**src/inc/isact_pkg.sv**
```systemverilog
// Purpose: Shared constants and types for the IOM-2 slave activation and TIC arbiter.
// Assumes: 40 MHz system clock; one bus bit per bit clock period; 8-bit register port.
// Notes: Frame positions of the TIC field are constants here so that a bench can find them.
package isact_pkg;

    // ****************************************
    // Register port and offsets
    // ****************************************
    localparam int REG_AW = 8;
    localparam int REG_DW = 8;
    localparam logic [REG_AW-1:0] REG_PCTL1 = 8'h00;
    localparam logic [REG_AW-1:0] REG_PCTL3 = 8'h04;
    localparam logic [REG_AW-1:0] REG_PSTAT = 8'h08;
    localparam logic [REG_AW-1:0] REG_CCH0 = 8'h0c;
    localparam logic [REG_AW-1:0] REG_LSTAT = 8'h10;

    // ****************************************
    // Field positions and reset values
    // ****************************************
    localparam int PCTL1_MODE_LSB = 0;
    localparam int PCTL1_ACT_BIT = 2;
    localparam int PCTL3_ADDR_LSB = 0;
    localparam int PCTL3_TIC_EN_BIT = 3;
    localparam int PSTAT_TREQ_BIT = 6;
    localparam int CCH0_CMD_LSB = 0;
    localparam int CCH0_BAR_BIT = 7;
    localparam int LSTAT_ACTIVE_BIT = 0;
    localparam int LSTAT_GRANT_BIT = 1;
    localparam int LSTAT_BAC_BIT = 2;
    localparam int LSTAT_HOLD_BIT = 3;
    localparam logic [1:0] MODE_RST = 2'h1;
    localparam logic [1:0] MODE_SLAVE = 2'h2;
    localparam logic [2:0] TIC_ADDR_RST = 3'h0;
    localparam logic [6:0] CCH0_CMD_RST = 7'h00;

    // ****************************************
    // Timing
    // ****************************************
    localparam int CLK_PERIOD_NS = 25;
    localparam int LOSS_TIME_NS = 650;
    localparam int LOSS_CYCLES = (LOSS_TIME_NS + CLK_PERIOD_NS - 1) / CLK_PERIOD_NS;
    localparam int LOSS_W = $clog2(LOSS_CYCLES + 1);

    // ****************************************
    // Frame layout of the TIC field
    // ****************************************
    localparam int BIT_CNT_W = 7;
    localparam logic [BIT_CNT_W-1:0] TIC_BAC_POS = 7'h5a;
    localparam logic [BIT_CNT_W-1:0] TIC_TAD_POS = 7'h5d;
    localparam logic [BIT_CNT_W-1:0] TIC_TAD_LAST = 7'h5f;
    localparam logic [1:0] FREE_FRAMES = 2'h2;

    // ****************************************
    // Types
    // ****************************************
    typedef enum logic [1:0] {
        LINK_DEACT = 2'b01,
        LINK_ACTIVE = 2'b10
    } isact_link_t;

    typedef enum logic [4:0] {
        ARB_IDLE = 5'b00001,
        ARB_WAIT = 5'b00010,
        ARB_SEND = 5'b00100,
        ARB_CONFIRM = 5'b01000,
        ARB_OWN = 5'b10000
    } isact_arb_t;

    // Pin levels that cross into the system clock together
    typedef struct packed {
        logic bclk;
        logic fsync;
        logic line;
    } isact_pins_t;

    // Software-written settings
    typedef struct packed {
        logic [1:0] mode;
        logic act;
        logic tic_en;
        logic [2:0] tic_addr;
        logic bar;
        logic [6:0] ci0_cmd;
    } isact_cfg_t;

endpackage

```
**src/core/isact_sync2.sv**
```systemverilog
// Purpose: Two-flop synchroniser for a bundle of asynchronous pin levels.
// Assumes: Inputs are levels; only the second stage is visible outside.
// Notes: Adds two system clocks of latency to every sampled pin.
`timescale 1ns/1ps
module isact_sync2
#(
    parameter int WIDTH = 3
)
(
    input wire logic clk,
    input wire logic rst,
    input wire logic [WIDTH-1:0] async_in,
    output logic [WIDTH-1:0] sync_out
);
    typedef struct packed {
        logic [WIDTH-1:0] s2;
        logic [WIDTH-1:0] s1;
    } isact_sync_st_t;

    isact_sync_st_t st_r;
    isact_sync_st_t st_nxt;

    // First stage feeds only the second stage
    always_comb
    begin
        st_nxt = st_r;
        st_nxt.s1 = async_in;
        st_nxt.s2 = st_r.s1;
    end

    // Registers
    always_ff @(posedge clk or posedge rst)
    begin
        if (rst)
        begin
            st_r <= '0;
        end
        else
        begin
            st_r <= st_nxt;
        end
    end

    assign sync_out = st_r.s2;
endmodule

```
**src/core/isact_top.sv**
```systemverilog
// Purpose: IOM-2 downstream clock-loss detection, activation and TIC bus arbitration.
// Assumes: Bus bit clock and frame sync come from the upstream device; system clock is independent.
// Notes: Open-drain data pin is driven low only; a high level comes from the external pullup.
//
// Contract
// - Clock silent 650 ns means deactivate.
// - Deactivated: pins released, watch clock rising.
// - Activation bit drives upstream data low.
// - Clock rising after deactivation sets request flag.
// - Upstream activation starts transfer without processor.
// - Request bit arbitrates when TIC enabled.
// - Three-bit TIC address is bus identity.
// - Wait for BAC one, then send address.
// - Matching sampled address claims bus, BAC zero.
// - Recheck one frame; mismatch releases, restarts.
// - Win grants D and C/I0 together.
// - Clearing request bit releases unless D busy.
// - D-channel controller requests access automatically.
// - D-channel end releases unless request bit set.
// - New access needs BAC one twice.
// - Activation bit holds pin low until cleared.
// - Status read clears timing request flag.
`timescale 1ns/1ps
module isact_top
(
    input wire logic clk,
    input wire logic rst,
    input wire logic [isact_pkg::REG_AW-1:0] reg_addr,
    input wire logic [isact_pkg::REG_DW-1:0] reg_wdata,
    input wire logic reg_wr,
    input wire logic reg_rd,
    output logic [isact_pkg::REG_DW-1:0] reg_rdata,
    input wire logic bit_clk_in,
    input wire logic frame_sync_in,
    input wire logic serial_port_pin_in_i,
    output logic serial_port_pin_in_o,
    output logic serial_port_pin_in_oe,
    output logic serial_port_pin_out_o,
    output logic serial_port_pin_out_oe,
    input wire logic d_channel_link_controller_req,
    output logic tic_bus_granted,
    output logic [6:0] command_channel0_tx_code,
    output logic link_active,
    output logic timing_request_irq
);
    import isact_pkg::*;

    // ****************************************
    // State
    // ****************************************
    typedef struct packed {
        isact_link_t link;
        isact_arb_t arb;
        isact_cfg_t cfg;
        logic treq;
        logic [REG_DW-1:0] rdata;
        logic bclk_d;
        logic [LOSS_W-1:0] loss_cnt;
        logic [BIT_CNT_W-1:0] bit_cnt;
        logic line_bac;
        logic [2:0] tad_rx;
        logic lost;
        logic [1:0] free_cnt;
        logic hold_off;
        logic pin_oe;
    } isact_state_t;

    isact_state_t st_r;
    isact_state_t st_nxt;
    isact_pins_t pins_async;
    isact_pins_t pins;

    // ****************************************
    // Pin synchronisation
    // ****************************************
    assign pins_async.bclk = bit_clk_in;
    assign pins_async.fsync = frame_sync_in;
    assign pins_async.line = serial_port_pin_in_i;

    isact_sync2 #(.WIDTH($bits(isact_pins_t))) u_sync
    (
        .clk(clk),
        .rst(rst),
        .async_in(pins_async),
        .sync_out(pins)
    );

    // ****************************************
    // Helper terms
    // ****************************************
    logic bclk_rise;
    logic bclk_fall;
    logic slave;
    logic act_hold;
    logic req;
    logic [BIT_CNT_W-1:0] cur_pos;
    logic in_tad_rx;
    logic in_tad_tx;
    logic [1:0] rx_idx;
    logic [1:0] tx_idx;
    logic frame_end;
    logic [2:0] tad_full;
    logic addr_match;
    logic [1:0] free_new;
    logic may_start;
    logic tic_low;
    logic contending;
    logic own_rx_bit;

    // Edges of the bit clock seen on the system clock
    assign bclk_rise = pins.bclk & ~st_r.bclk_d;
    assign bclk_fall = ~pins.bclk & st_r.bclk_d;
    assign slave = (st_r.cfg.mode == MODE_SLAVE);
    assign act_hold = slave & st_r.cfg.act;
    // Software request bit and D-channel controller share one arbiter
    assign req = st_r.cfg.tic_en & (st_r.cfg.bar | d_channel_link_controller_req);

    // Bit position of the sample taken on this rising edge
    assign cur_pos = pins.fsync ? '0 : st_r.bit_cnt;
    assign in_tad_rx = (cur_pos >= TIC_TAD_POS) && (cur_pos <= TIC_TAD_LAST);
    assign in_tad_tx = (st_r.bit_cnt >= TIC_TAD_POS) && (st_r.bit_cnt <= TIC_TAD_LAST);
    assign rx_idx = 2'(cur_pos - TIC_TAD_POS);
    assign tx_idx = 2'(st_r.bit_cnt - TIC_TAD_POS);
    assign frame_end = bclk_rise && (cur_pos == TIC_TAD_LAST);
    // Address goes out most significant bit first
    assign tad_full = {st_r.tad_rx[1:0], pins.line};
    assign addr_match = (tad_full == st_r.cfg.tic_addr);
    assign own_rx_bit = st_r.cfg.tic_addr[2'd2 - rx_idx];
    assign contending = (st_r.arb == ARB_SEND) || (st_r.arb == ARB_CONFIRM) || (st_r.arb == ARB_OWN);

    // Consecutive frames with the bus seen free, saturating
    assign free_new = !st_r.line_bac ? 2'h0 :
                      (st_r.free_cnt == FREE_FRAMES) ? FREE_FRAMES : 2'(st_r.free_cnt + 2'h1);
    // After a release, two free frames are needed before trying again
    assign may_start = st_r.line_bac && (!st_r.hold_off || (free_new == FREE_FRAMES));

    // Level to put on the open-drain line for the coming bit
    always_comb
    begin
        tic_low = 1'b0;
        if ((st_r.bit_cnt == TIC_BAC_POS) && ((st_r.arb == ARB_CONFIRM) || (st_r.arb == ARB_OWN)))
        begin
            tic_low = 1'b1;
        end
        else if (in_tad_tx && contending && !st_r.lost)
        begin
            tic_low = ~st_r.cfg.tic_addr[2'd2 - tx_idx];
        end
    end

    // ****************************************
    // Next state
    // ****************************************
    always_comb
    begin
        st_nxt = st_r;
        st_nxt.bclk_d = pins.bclk;
        st_nxt.rdata = '0;

        // Register writes
        if (reg_wr)
        begin
            case (reg_addr)
                REG_PCTL1:
                begin
                    st_nxt.cfg.mode = reg_wdata[PCTL1_MODE_LSB +: 2];
                    st_nxt.cfg.act = reg_wdata[PCTL1_ACT_BIT];
                end
                REG_PCTL3:
                begin
                    st_nxt.cfg.tic_en = reg_wdata[PCTL3_TIC_EN_BIT];
                    st_nxt.cfg.tic_addr = reg_wdata[PCTL3_ADDR_LSB +: 3];
                end
                REG_CCH0:
                begin
                    st_nxt.cfg.bar = reg_wdata[CCH0_BAR_BIT];
                    st_nxt.cfg.ci0_cmd = reg_wdata[CCH0_CMD_LSB +: 7];
                end
                default:
                begin
                    st_nxt.cfg = st_r.cfg;
                end
            endcase
        end

        // Register reads: data stands in the following cycle only
        if (reg_rd)
        begin
            case (reg_addr)
                REG_PCTL1:
                begin
                    st_nxt.rdata[PCTL1_MODE_LSB +: 2] = st_r.cfg.mode;
                    st_nxt.rdata[PCTL1_ACT_BIT] = st_r.cfg.act;
                end
                REG_PCTL3:
                begin
                    st_nxt.rdata[PCTL3_TIC_EN_BIT] = st_r.cfg.tic_en;
                    st_nxt.rdata[PCTL3_ADDR_LSB +: 3] = st_r.cfg.tic_addr;
                end
                REG_PSTAT:
                begin
                    st_nxt.rdata[PSTAT_TREQ_BIT] = st_r.treq;
                end
                REG_CCH0:
                begin
                    st_nxt.rdata[CCH0_BAR_BIT] = st_r.cfg.bar;
                    st_nxt.rdata[CCH0_CMD_LSB +: 7] = st_r.cfg.ci0_cmd;
                end
                REG_LSTAT:
                begin
                    st_nxt.rdata[LSTAT_ACTIVE_BIT] = (st_r.link == LINK_ACTIVE);
                    st_nxt.rdata[LSTAT_GRANT_BIT] = (st_r.arb == ARB_OWN);
                    st_nxt.rdata[LSTAT_BAC_BIT] = st_r.line_bac;
                    st_nxt.rdata[LSTAT_HOLD_BIT] = st_r.hold_off;
                end
                default:
                begin
                    st_nxt.rdata = '0;
                end
            endcase
        end

        // Status read clears the flag; a new event in the same cycle wins
        if (reg_rd && (reg_addr == REG_PSTAT))
        begin
            st_nxt.treq = 1'b0;
        end

        // Time since last bit clock rise, counted on the system clock so it survives a stopped bus
        if (bclk_rise)
        begin
            st_nxt.loss_cnt = '0;
        end
        else if (st_r.loss_cnt != LOSS_W'(LOSS_CYCLES))
        begin
            st_nxt.loss_cnt = LOSS_W'(st_r.loss_cnt + 1'b1);
        end

        // Link activation state
        case (st_r.link)
            LINK_DEACT:
            begin
                if (slave && bclk_rise)
                begin
                    st_nxt.link = LINK_ACTIVE;
                    st_nxt.treq = 1'b1;
                end
            end
            LINK_ACTIVE:
            begin
                if (!slave || (st_nxt.loss_cnt == LOSS_W'(LOSS_CYCLES)))
                begin
                    st_nxt.link = LINK_DEACT;
                end
            end
            default:
            begin
                st_nxt.link = LINK_DEACT;
            end
        endcase

        // Bit position and TIC field sampling at the receive strobe point
        if (bclk_rise)
        begin
            st_nxt.bit_cnt = BIT_CNT_W'(cur_pos + 1'b1);
            if (cur_pos == TIC_BAC_POS)
            begin
                st_nxt.line_bac = pins.line;
                st_nxt.lost = 1'b0;
            end
            if (in_tad_rx)
            begin
                st_nxt.tad_rx = tad_full;
                // Released a one but the line shows zero: a lower address is winning
                if (contending && own_rx_bit && !pins.line)
                begin
                    st_nxt.lost = 1'b1;
                end
            end
        end

        // Arbitration, evaluated once per frame after the last address bit
        if (!(slave && (st_r.link == LINK_ACTIVE) && st_r.cfg.tic_en))
        begin
            st_nxt.arb = ARB_IDLE;
        end
        else if (frame_end)
        begin
            st_nxt.free_cnt = free_new;
            case (st_r.arb)
                ARB_IDLE:
                begin
                    if (req)
                    begin
                        st_nxt.arb = ARB_WAIT;
                    end
                end
                ARB_WAIT:
                begin
                    if (!req)
                    begin
                        st_nxt.arb = ARB_IDLE;
                    end
                    else if (may_start)
                    begin
                        st_nxt.arb = ARB_SEND;
                        st_nxt.hold_off = 1'b0;
                    end
                end
                ARB_SEND:
                begin
                    if (!req)
                    begin
                        st_nxt.arb = ARB_IDLE;
                    end
                    else if (addr_match)
                    begin
                        st_nxt.arb = ARB_CONFIRM;
                    end
                    else
                    begin
                        st_nxt.arb = ARB_WAIT;
                    end
                end
                ARB_CONFIRM:
                begin
                    if (!req)
                    begin
                        st_nxt.arb = ARB_IDLE;
                        st_nxt.hold_off = 1'b1;
                    end
                    else if (addr_match)
                    begin
                        st_nxt.arb = ARB_OWN;
                    end
                    else
                    begin
                        st_nxt.arb = ARB_WAIT;
                    end
                end
                ARB_OWN:
                begin
                    // Held while either the request bit or the D channel still needs the bus
                    if (!req)
                    begin
                        st_nxt.arb = ARB_IDLE;
                        st_nxt.hold_off = 1'b1;
                    end
                end
                default:
                begin
                    st_nxt.arb = ARB_IDLE;
                end
            endcase
        end

        // Open-drain enable: activation request overrides, released while deactivated
        if (act_hold)
        begin
            st_nxt.pin_oe = 1'b1;
        end
        else if (st_r.link != LINK_ACTIVE)
        begin
            st_nxt.pin_oe = 1'b0;
        end
        else if (bclk_fall)
        begin
            st_nxt.pin_oe = tic_low;
        end
    end

    // ****************************************
    // Registers
    // ****************************************
    always_ff @(posedge clk or posedge rst)
    begin
        if (rst)
        begin
            st_r.link <= LINK_DEACT;
            st_r.arb <= ARB_IDLE;
            st_r.cfg.mode <= MODE_RST;
            st_r.cfg.act <= 1'b0;
            st_r.cfg.tic_en <= 1'b0;
            st_r.cfg.tic_addr <= TIC_ADDR_RST;
            st_r.cfg.bar <= 1'b0;
            st_r.cfg.ci0_cmd <= CCH0_CMD_RST;
            st_r.treq <= 1'b0;
            st_r.rdata <= '0;
            st_r.bclk_d <= 1'b0;
            st_r.loss_cnt <= '0;
            st_r.bit_cnt <= '0;
            st_r.line_bac <= 1'b0;
            st_r.tad_rx <= '0;
            st_r.lost <= 1'b0;
            st_r.free_cnt <= '0;
            st_r.hold_off <= 1'b0;
            st_r.pin_oe <= 1'b0;
        end
        else
        begin
            st_r <= st_nxt;
        end
    end

    // ****************************************
    // Outputs
    // ****************************************
    // Open drain: only ever pulls low
    assign serial_port_pin_in_o = 1'b0;
    assign serial_port_pin_in_oe = st_r.pin_oe;
    // Downstream-facing line is not driven by this block in slave mode
    assign serial_port_pin_out_o = 1'b0;
    assign serial_port_pin_out_oe = 1'b0;
    assign tic_bus_granted = (st_r.arb == ARB_OWN);
    assign command_channel0_tx_code = st_r.cfg.ci0_cmd;
    assign link_active = (st_r.link == LINK_ACTIVE);
    assign timing_request_irq = st_r.treq;
    assign reg_rdata = st_r.rdata;
endmodule

```
**config.mk**
```make
export PLATFORM = sky130hd
export DESIGN_NAME = isact_top
export DESIGN_NICKNAME = d
export VERILOG_FILES = /design/src/inc/isact_pkg.sv /design/src/core/isact_sync2.sv /design/src/core/isact_top.sv
export SDC_FILE = /design/constraint.sdc
export NUM_CORES = 1
export LEC_CHECK = 0
export BUFFER_PORTS_ARGS = -buffer_cell sky130_fd_sc_hd__buf_4
export CAP_MARGIN = 20
export CORE_ASPECT_RATIO = 2
export CORE_MARGIN = 8
export CORE_UTILIZATION = 30
export DETAILED_ROUTE_END_ITERATION = 8
export GPL_ROUTABILITY_DRIVEN = 0
export SLEW_MARGIN = 20
export SYNTH_ARGS = -nofsm -noshare
export SYNTH_HDL_FRONTEND = slang
export SYNTH_HIERARCHICAL = 1
export SYNTH_SLANG_ARGS = --single-unit
```
**constraint.sdc**
```tcl
create_clock -name clk -period 2.25 [get_ports clk]
set_input_delay 0.45 -clock clk [delete_from_list [all_inputs] [get_ports clk]]
set_output_delay 0.45 -clock clk [all_outputs]
set_load 0.05 [all_outputs]
```
==> run metrics, run 1 <==
die height between 150 and 200 µm; Seq cells post-synth 58; grt ovf 0; Reg area 1460 µm²; Worst path slowest cell nor4_2; compound-gate portion of the synthesized area 0.0923; initial antenna violation count 0; All-Layer GR Usage 0.113; drt initial violations ~80; cts repair resizes 0; Ys Warns 6; Worst Path Required approximately 1.8 ns; sequential fraction of design power 0.392; CTS H-tree depth 3; XOR/XNOR share of the synthesized area 0.0281; WL final 7.68 mm; Slew Viols, Final 0; Setup Skew between 0.005 and 0.006 ns; Worst setup SP type flip-flop; area of the multi-input gates 1440 µm²; Main synth FF type dfrtp_1; Die Area 14,100 µm²; clock share of power 0.507; largest net degree at the start of global routing 24; final std cells w/o fill about 480; ys async rst share 1.00; WHS roughly 0.048 ns; row cnt 52; fin crit period 2.01 ns; crit-path leading delay family buffers and inverters; vias in the first global route between 2,000 and 3,000; Slew headroom 0.656; DRC 0; CP cell instances buf_4 -> nor4_2 -> buf_4; n_diodes 0; initial core utilization 0.307; die width 88.1 µm; CTS tree built; first drt pass iteration count 4; postcts setup bufs 0; Setup TNS Final 0 ns; post-synthesis simple-gate area fraction 0.198; clock sinks 58; WS Path Type flip-flop to output pin; CTS clock-pin slew for the worst setup and hold paths 0.05 ns; final worst-path cycle share 0.894; Final ANT Viol Nets 0; Root Driver clkbuf_16; Cells after Synth just over 300; mux contribution to synthesized area 0.110; PortBufs 42; MaxCap Viol Count 0; number of hold buffers added after CTS 0; cell internal pwr roughly 0.0023 W; first-pass GRT wire length 12.3 mm; dpl cells ~470; Leakage 1.82 nW; Cell Area, Synth about 3100 µm²; CP most frequent cell buf_4; Sw Share 0.232; Logic pwr share 0.100; part of the Yosys area used for sequential elements 0.467; share of cells above drive strength 1 0.283; Crit path largest cell delay approximately 0.41 ns; Nets about 370; Peak Freq ~0.50 GHz; area delta synth->final 23.6%; total number of vias 2,330; crit path buf inv count 2; DP Wirelength slightly above 6 mm; largest family of logic cells by synthesized area simple AND/OR/NAND/NOR gates; IO Pins 46; Worst Tran Pin Value approximately 0.52 ns; count of flip-flops with a built-in enable after synthesis 0; worst min-delay path class input port to async pin; WL per Instance roughly 16 µm; Bufs on Longest Clock Path 2; final setup fails 0; worst path arrival time 1.56 ns; TritonCTS Buffers 9; clk_lat worst skew approximately 0.32 ns; final-report hold violation count 0; final instance area approximately 3900 µm²; status complete, no violations; Mean Syn Cell Area 10.2 µm²; worst ir drop on vdd between 0.3 and 0.4 mV; CP endpoint kind output pin; vias per cell around 4.8; CP Max Fanout 11; RSZ-0062 raised after global routing no; Core ar. 10,100 µm²; total power 0.00301 W; FILL cells approximately 1,000; pwr/cell area 781 nW/µm²; Net Sw Power between 0.0006 and 0.0007 W; Adder-Cell Fraction of Synth Area 0.0273; placed cell area 3520 µm²; post-synth cell types 51
-- power groups by stage --
stage	clock network, W	registers, W	logic (W)
after detailed placement	0	0.00120	0.000303
final	0.00153	0.00118	0.000302
after global routing	0.00160	0.00119	0.000337
after global placement	0	0.00119	0.000297
after floorplan	0	0.00116	0.000238
after CTS	0.00156	0.00118	0.000305
-- state kept, by name, summed over array words and instances (netlist names) --
name,flops
u_sync/sync_out,3
st_r,35
command_channel0_tx_code,7
reg_rdata,8
serial_port_pin_in_oe,1
timing_request_irq,1
u_sync/st_nxt,3
-- placed cells by master (no fill, tap or decap), types with 7 or more instances in the layout --
cell / instances
nand2b_1: 7
nand2_1: 24
nor3_1: 7
nand3_1: 9
clkbuf_16: 9
buf_4: 55
xor2_1: 8
mux2i_1: 13
inv_1: 10
mux2_2: 19
o21ai_0: 19
a21oi_1: 7
dfrtp_1: 55
nor2_1: 21
-- kinds of logic after synthesis --
| kind of cell | after synthesis |
|---|---|
| buffers and inverters | 44 |
| and+or+nand+nor | 108 |
| DFF | 58 |
| muxes | 32 |
| adders and majority gates | 7 |
| other | 1 |
| xor gates and xnor gates | 10 |
| AOI/OAI and AO/OA | 46 |
-- metal layers --
layer	global-route usage	up-vias	wire [µm]
met1	0.100	1141	2660
met4	0.0605	0	249
met2	0.215	51	4460
met5	0	-	0
met3	0.0324	18	312
li1	-	1120	-
-- cells in the mapped netlist, types with 2 or more instances --
| cell | instances | area, µm² |
|---|---|---|
| o211ai_1 | 4 | 30.0 |
| o22a_1 | 3 | 26.3 |
| dfstp_2 | 3 | 78.8 |
| nor3_1 | 7 | 35.0 |
| clkbuf_1 | 11 | 41.3 |
| mux2_2 | 19 | 214 |
| a21oi_1 | 7 | 35.0 |
| a31oi_1 | 3 | 18.8 |
| xnor2_1 | 2 | 17.5 |
| inv_1 | 11 | 41.3 |
| buf_2 | 3 | 15.0 |
| and2_1 | 4 | 25.0 |
| nand3_1 | 9 | 45.0 |
| nor4b_1 | 2 | 17.5 |
| buf_4 | 18 | 135 |
| and3_1 | 5 | 31.3 |
| nor2_1 | 21 | 78.8 |
| o21ai_0 | 19 | 95.1 |
| nand2b_1 | 7 | 43.8 |
| a22o_1 | 2 | 17.5 |
| dfrtp_1 | 55 | 1380 |
| nand4b_1 | 6 | 52.6 |
| nor2b_1 | 6 | 37.5 |
| ha_1 | 6 | 75.1 |
| mux2i_1 | 13 | 130 |
| nor3b_1 | 3 | 22.5 |
| nand2_1 | 24 | 90.1 |
| nor4_1 | 3 | 18.8 |
| xor2_1 | 8 | 70.1 |
-- worst paths after layout --
kind / start / end / slack, ns / cells past startpoint
max in group asynchronous: rst / st_r[46] / 1.40 / 3
min in group clk: serial_port_pin_in_i / u_sync/st_nxt[3] / 0.23 / 1
worst min register to register: u_sync/st_nxt[5] / u_sync/sync_out[2] / 0.34 / 0
worst min-delay path: rst / u_sync/st_nxt[3] / 0.05 / 2
worst max register to register: u_sync/sync_out[1] / st_r[48] / 0.27 / 7
worst max-delay path: st_r[49] / tic_bus_granted / 0.24 / 3
-- layout make-up --
class | instances | share of cell area
Multi-Input combinational cell | 206 | 0.374
Clock inverter | 5 | 0.0266
Sequential cell | 58 | 0.378
Clock buffer | 11 | 0.0604
Timing Repair Buffer | 55 | 0.107
Inverter | 11 | 0.0107
Tap cell | 135 | 0.0438
-- metrics by stage --
| step | setup WS, ns | utilization |
|---|---|---|
| floorplan | 0.124 | - |
| global placement | 0.122 | 0.347 |
| detailed placement | 0.0985 | 0.347 |
| CTS | 0.199 | 0.380 |
| global route | 0.0796 | 0.380 |
| finish | 0.237 | 0.380 |
(Power assumes the default switching activity.)
==> run 2: changes to the inputs <==
- RECOVER_POWER: unset -> 50
==> run 2 against run 1 <==
Core utilization decreased by 0.15 points; clock power hardly changed; register-to-register slack about the same; combinational power is 1% lower; worst hold slack got worse by 0.027 ns; non-clock buffer count did not move; fmax down 0.14%; wire length is essentially flat; worst setup slack worse by 0.0028 ns.
==> run metrics, run 2 (synthesized netlist as in run 1, its figures left out) <==
postcts setup bufs 0 (unchanged); FF-to-FF Start u_sync/sync_out[1]; Final ANT Viol Nets 0 (unchanged); row cnt 52 (unchanged); first drt pass iteration count 4 (unchanged); DP Wirelength 6.04 mm (unchanged); CTS tree built; commonest cells after routing, fill and taps aside 55 x dfrtp_1, 48 x buf_4, 24 x nand2_1, 21 x nor2_1; total number of vias 2,322 (-0.34%); vias per cell 4.83 (-0.34%); Core ar. 10,100 µm² (unchanged); All-Layer GR Usage 0.113 (unchanged); FILL cells 1,044 (+0.29%); WS Path Type flip-flop to output pin; Slew headroom 0.384 (-0.272); grt ovf 0 (unchanged); WL final 7.69 mm (about the same); cell internal pwr 0.00231 W (-0.15%); share of cells above drive strength 1 0.269 (-0.0145); R2R cell count 7 (unchanged); Worst Path Required 1.80 ns (about the same); total power 0.00301 W (about the same); Crit. Startpoint st_r[49]; clock share of power 0.508 (about the same); R2R setup slack 0.27 ns (about the same); sequential fraction of design power 0.393 (about the same); clock sinks 58 (unchanged); worst path arrival time 1.57 ns (about the same); initial core utilization 0.307 (unchanged); PortBufs 42 (unchanged); area delta synth->final 23.1%; most common cell after layout, fill and taps aside dfrtp_1; RSZ-0062 raised after global routing no; final std cells w/o fill 481 (unchanged); CTS clock-pin slew for the worst setup and hold paths 0.05 ns (about the same); WL per Instance 16.0 µm (about the same); final-report hold violation count 0 (unchanged); CP Max Fanout 11 (unchanged); initial antenna violation count 0 (unchanged); number of flip-flops in the largest register 35 (unchanged); pwr/cell area 783 nW/µm² (+0.29%); Sw Share 0.233 (+0.000371); final worst-path cycle share 0.896 (+0.00126); Peak Freq 0.496 GHz (-0.14%); Root Driver clkbuf_16; final setup fails 0 (unchanged); TritonCTS Buffers 9 (unchanged); Leakage 1.81 nW (-0.79%); clk_lat worst skew 0.32 ns (about the same); die height 160 µm (unchanged); CP endpoint kind output pin; Slew Viols, Final 0 (unchanged); worst r2r dst st_r[48]; MaxCap Viol Count 0 (unchanged); Worst Tran Pin Value 0.923 ns (+0.408 ns); number of hold buffers added after CTS 0 (unchanged); largest net degree at the start of global routing 24 (unchanged); dpl cells 465 (unchanged); CTS H-tree depth 3 (unchanged); fin crit period 2.02 ns (+0.00283 ns); Net Sw Power 0.000700 W (about the same); die width 88.1 µm (unchanged); n_diodes 0 (unchanged); DRC 0 (unchanged); worst ir drop on vdd 0.399 mV (about the same); Die Area 14,100 µm² (unchanged); drt initial violations 75 (-5.1%); first-pass GRT wire length 12.3 mm (unchanged); status complete, no violations; vias in the first global route 2,517 (unchanged); cts repair resizes 0 (unchanged); Most flops, register st_r; Bufs on Longest Clock Path 2 (unchanged); Setup TNS Final 0 ns (unchanged); IO Pins 46 (unchanged); Worst setup SP type flip-flop; Setup Skew 0.00569 ns (+0.000244 ns); Logic pwr share 0.099 (about the same); worst min-delay path class input port to async pin; Nets 371 (unchanged)
run 2: cell count changes in the layout (fill, tap and decap cells not counted), sizes merged:
cell,delta
buf,-7
clkbuf,+7
run 2: routing by layer:
metal  global-route usage  share of wire
met1                0.100           0.34
met2                0.215           0.58
met3               0.0324          0.041
met4               0.0605          0.032
met5                    0              0
run 2: per-stage QoR:
stage	worst slack (ns)	util	cell area, µm²	hold WS, ns
3_3_place_gp	0.122	0.347	3520	0.332
3_5_place_dp	0.0985	0.347	3520	0.335
6_report	0.235	0.378	3840	0.0206
5_1_grt	0.0796	0.378	3840	0.0634
4_1_cts	0.199	0.380	3850	0.0438
2_1_floorplan	0.124	-	3130	0.241
run 2: how the worst max path moves through the flow:
stage / end / slack [ns] / cells after the start
floorplan: reg_rdata[1] / 0.12 / 5
global placement: st_r[38] / 0.12 / 6
detailed placement: command_channel0_tx_code[2] / 0.1 / 6
CTS: tic_bus_granted / 0.20 / 3
global route: st_r[48] / 0.08 / 7
finish: tic_bus_granted / 0.23 / 3
run 2: cell type report:
cell class,count,area [µm²],share of cell area
inverters,11,41.3,0.0108
well taps,135,169,0.0440
multi-input cells,206,1440,0.375
flip-flops and latches,58,1460,0.379
clock buffers,11,233,0.0606
clock inverters,5,103,0.0267
repair buffers,55,398,0.104
run 2: power by group through the flow:
stage               logic [W]  registers (W)  clock network (W)
global placement     0.000297        0.00119                  0
floorplan            0.000238        0.00116                  0
detailed placement   0.000303        0.00120                  0
global route         0.000333        0.00119            0.00160
finish               0.000298        0.00118            0.00153
CTS                  0.000305        0.00118            0.00156
run 2: worst max-delay path: stages (launching register included):
cell	delay (ns)
dfrtp_1	0.37
buf_4	0.18
nor4_2	0.41
buf_4	0.28
==> run 3: changes to the inputs <==
- SYNTH_HIERARCHICAL: 1 -> unset
==> run 3 against run 2 <==
Die area shrank 1.0%; critical path depth is the same; non-clock buffer count is the same; clock skew grew 0.00098 ns; synthesized area shrank 1.2%; register-to-register slack lost 0.10 ns; critical endpoint unchanged; largest power group unchanged; highest routed layer unchanged.
==> run metrics, run 3 <==
status complete, no violations; clk_lat worst skew 0.33 ns (about the same); PortBufs 42 (unchanged); Setup Skew 0.00666 ns (+0.000977 ns); row cnt 52 (unchanged); Cell Area, Synth 3080 µm² (-1.2%); final worst-path cycle share 0.969 (+0.0728); CTS H-tree depth 3 (unchanged); IO Pins 46 (unchanged); CP endpoint kind output pin; total number of vias 2,385 (+2.7%); worst path arrival time 1.73 ns (+0.16 ns); share of cells above drive strength 1 0.297 (+0.0283); Cells after Synth 298 (-2.6%); cts repair resizes 1 (+1); ys async rst share 1.00 (unchanged); final-report hold violation count 0 (unchanged); Peak Freq 0.459 GHz (-7.5%); die width 87.7 µm (-0.48%); CP cell instances or3_1 -> nor2_2 -> buf_4; vias in the first global route 2,551 (+1.4%); MaxCap Viol Count 0 (unchanged); TritonCTS Buffers 9 (unchanged); Die Area 14,000 µm² (-1.0%); RSZ-0062 raised after global routing no; vias per cell 5.02 (+4.0%); Seq cells post-synth 58 (unchanged); count leader, synth dfrtp_1; Slew Viols, Final 0 (unchanged); CP Max Fanout 10 (-1); Worst setup SP type flip-flop; pwr/cell area 775 nW/µm² (-1.0%); clock sinks 58 (unchanged); WHS 0.255 ns (+0.234 ns); area of the multi-input gates 1430 µm² (-0.43%); WL per Instance 16.2 µm (+1.2%); DP Wirelength 5.98 mm (-1.1%); area delta synth->final 23.8%; M1 wire length 2.83 mm (+7.0%); Net Sw Power 0.000719 W (+2.8%); R2R cell count 9 (+2); largest net degree at the start of global routing 59 (+150%); Hold Path Depth 1; largest area contributor in the netlist dfrtp_1; cell internal pwr 0.00224 W (-3.0%); sequential fraction of design power 0.396 (+0.003); Routed met2 length 4.33 mm (-3.3%); clock share of power 0.494 (-0.014); die height 159 µm (-0.52%); FILL cells 1,028 (-1.5%); part of the Yosys area used for sequential elements 0.472 (+0.00549); Post-synth top cells 55 x dfrtp_1, 22 x mux2_2, 21 x nand2_1; Reg area 1460 µm² (unchanged); Final Util 0.378 (about the same); crit-path leading delay family simple AND/OR/NAND/NOR gates; ranking of synthesized cells by area dfrtp_1 45%, mux2_2 8.0%, buf_4 4.4%; count of flip-flops with a built-in enable after synthesis 0 (unchanged); Logic pwr share 0.110 (+0.011); Sw Share 0.243 (+0.0104); first drt pass iteration count 4 (unchanged); Leakage 1.75 nW (-3.3%); Final ANT Viol Nets 0 (unchanged); Root Driver clkbuf_16; CTS tree built; Nets 365 (-1.6%); WL final 7.68 mm (about the same); initial antenna violation count 0 (unchanged); worst ir drop on vdd 0.483 mV (+21%); Worst path slowest cell dfrtp_1; first-pass GRT wire length 12.4 mm (+0.90%); Worst Tran Pin Value 1.42 ns (+0.499 ns); All-Layer GR Usage 0.116 (+0.00289); post-synth cell types 51 (unchanged); postcts setup bufs 0 (unchanged); most common cell after layout, fill and taps aside dfrtp_1; final setup fails 0 (unchanged); commonest cells after routing, fill and taps aside 55 x dfrtp_1, 50 x buf_4, 22 x mux2_2, 21 x nand2_1, 16 x nor2_1; number of flip-flops in the largest register 35 (unchanged); met3 routed WL 225 µm (-28%); initial core utilization 0.306 (-0.00162); Mean Syn Cell Area 10.3 µm² (+1.5%); drt initial violations 99 (+32%); Core ar. 10,100 µm² (-0.64%); worst min-delay path class input port to flip-flop; n_diodes 0 (unchanged); DRC 0 (unchanged); number of hold buffers added after CTS 0 (unchanged); post-synth top area share 0.447 (+0.00520); Worst Path Required 1.80 ns (about the same); crit path buf inv count 1 (-1); grt ovf 0 (unchanged); Setup TNS Final 0 ns (unchanged); Top Metal Used met4; Crit path largest cell delay 0.50 ns (+0.09 ns); Ys Warns 0 (-6); Most flops, register st_r; fin crit period 2.18 ns (+0.164 ns); WS Path Type flip-flop to output pin; Bufs on Longest Clock Path 2 (unchanged); Main synth FF type dfrtp_1; Slew headroom 0.0517 (-0.332); CTS clock-pin slew for the worst setup and hold paths 0.05 ns (about the same); Crit path depth 3 (unchanged)
run 3: area by class of cell:
type | count | share of cell area
clock buffers | 11 | 0.0636
clock inverters | 5 | 0.0203
inverters | 7 | 0.00689
multi-input cells | 204 | 0.376
flip-flops and latches | 58 | 0.381
well taps | 135 | 0.0443
repair buffers | 55 | 0.108
run 3: layer usage:
layer,track usage,vias up
met1,0.108,1173
met4,0.0750,0
met5,0,-
met2,0.214,68
li1,-,1120
met3,0.0248,24
run 3: metrics by stage:
| stage | power, W | cells | area (µm²) | setup WS, ns |
|---|---|---|---|---|
| after floorplan | 0.00140 | 300 | 3100 | 0.117 |
| final | 0.00296 | 475 | 3810 | 0.0707 |
| after global placement | 0.00151 | 459 | 3510 | 0.299 |
| after global routing | 0.00307 | 475 | 3810 | 0.00394 |
| after detailed placement | 0.00152 | 459 | 3510 | 0.172 |
| after CTS | 0.00300 | 475 | 3830 | 0.0715 |
run 3: power by group through the flow:
stage | Combinational, W | Clock [W] | Sequential [W]
after CTS | 0.000334 | 0.00149 | 0.00117
after global routing | 0.000359 | 0.00154 | 0.00118
after detailed placement | 0.000334 | 0 | 0.00119
final | 0.000325 | 0.00146 | 0.00117
after global placement | 0.000323 | 0 | 0.00118
after floorplan | 0.000226 | 0 | 0.00117
run 3: kinds of logic after synthesis:
group / synth area share
AND/OR/NAND/NOR: 0.203
adder cells (fa/ha/maj): 0.0276
multiplexers: 0.0934
buffers and inverters: 0.0702
XOR/XNOR: 0.0256
other: 0.00122
flip-flops: 0.472
AO/OA/AOI/OAI: 0.107
run 3: final timing paths:
path / to / from / slack, ns
min: u_sync.st_nxt[4] / frame_sync_in / 0.25
max: tic_bus_granted / st_r[49] / 0.07
min reg2reg: u_sync.sync_out[0] / u_sync.st_nxt[3] / 0.35
min in group asynchronous: u_sync.sync_out[2] / rst / 0.62
max reg2reg: st_r[48] / u_sync.sync_out[1] / 0.17
max in group asynchronous: command_channel0_tx_code[5] / rst / 0.78
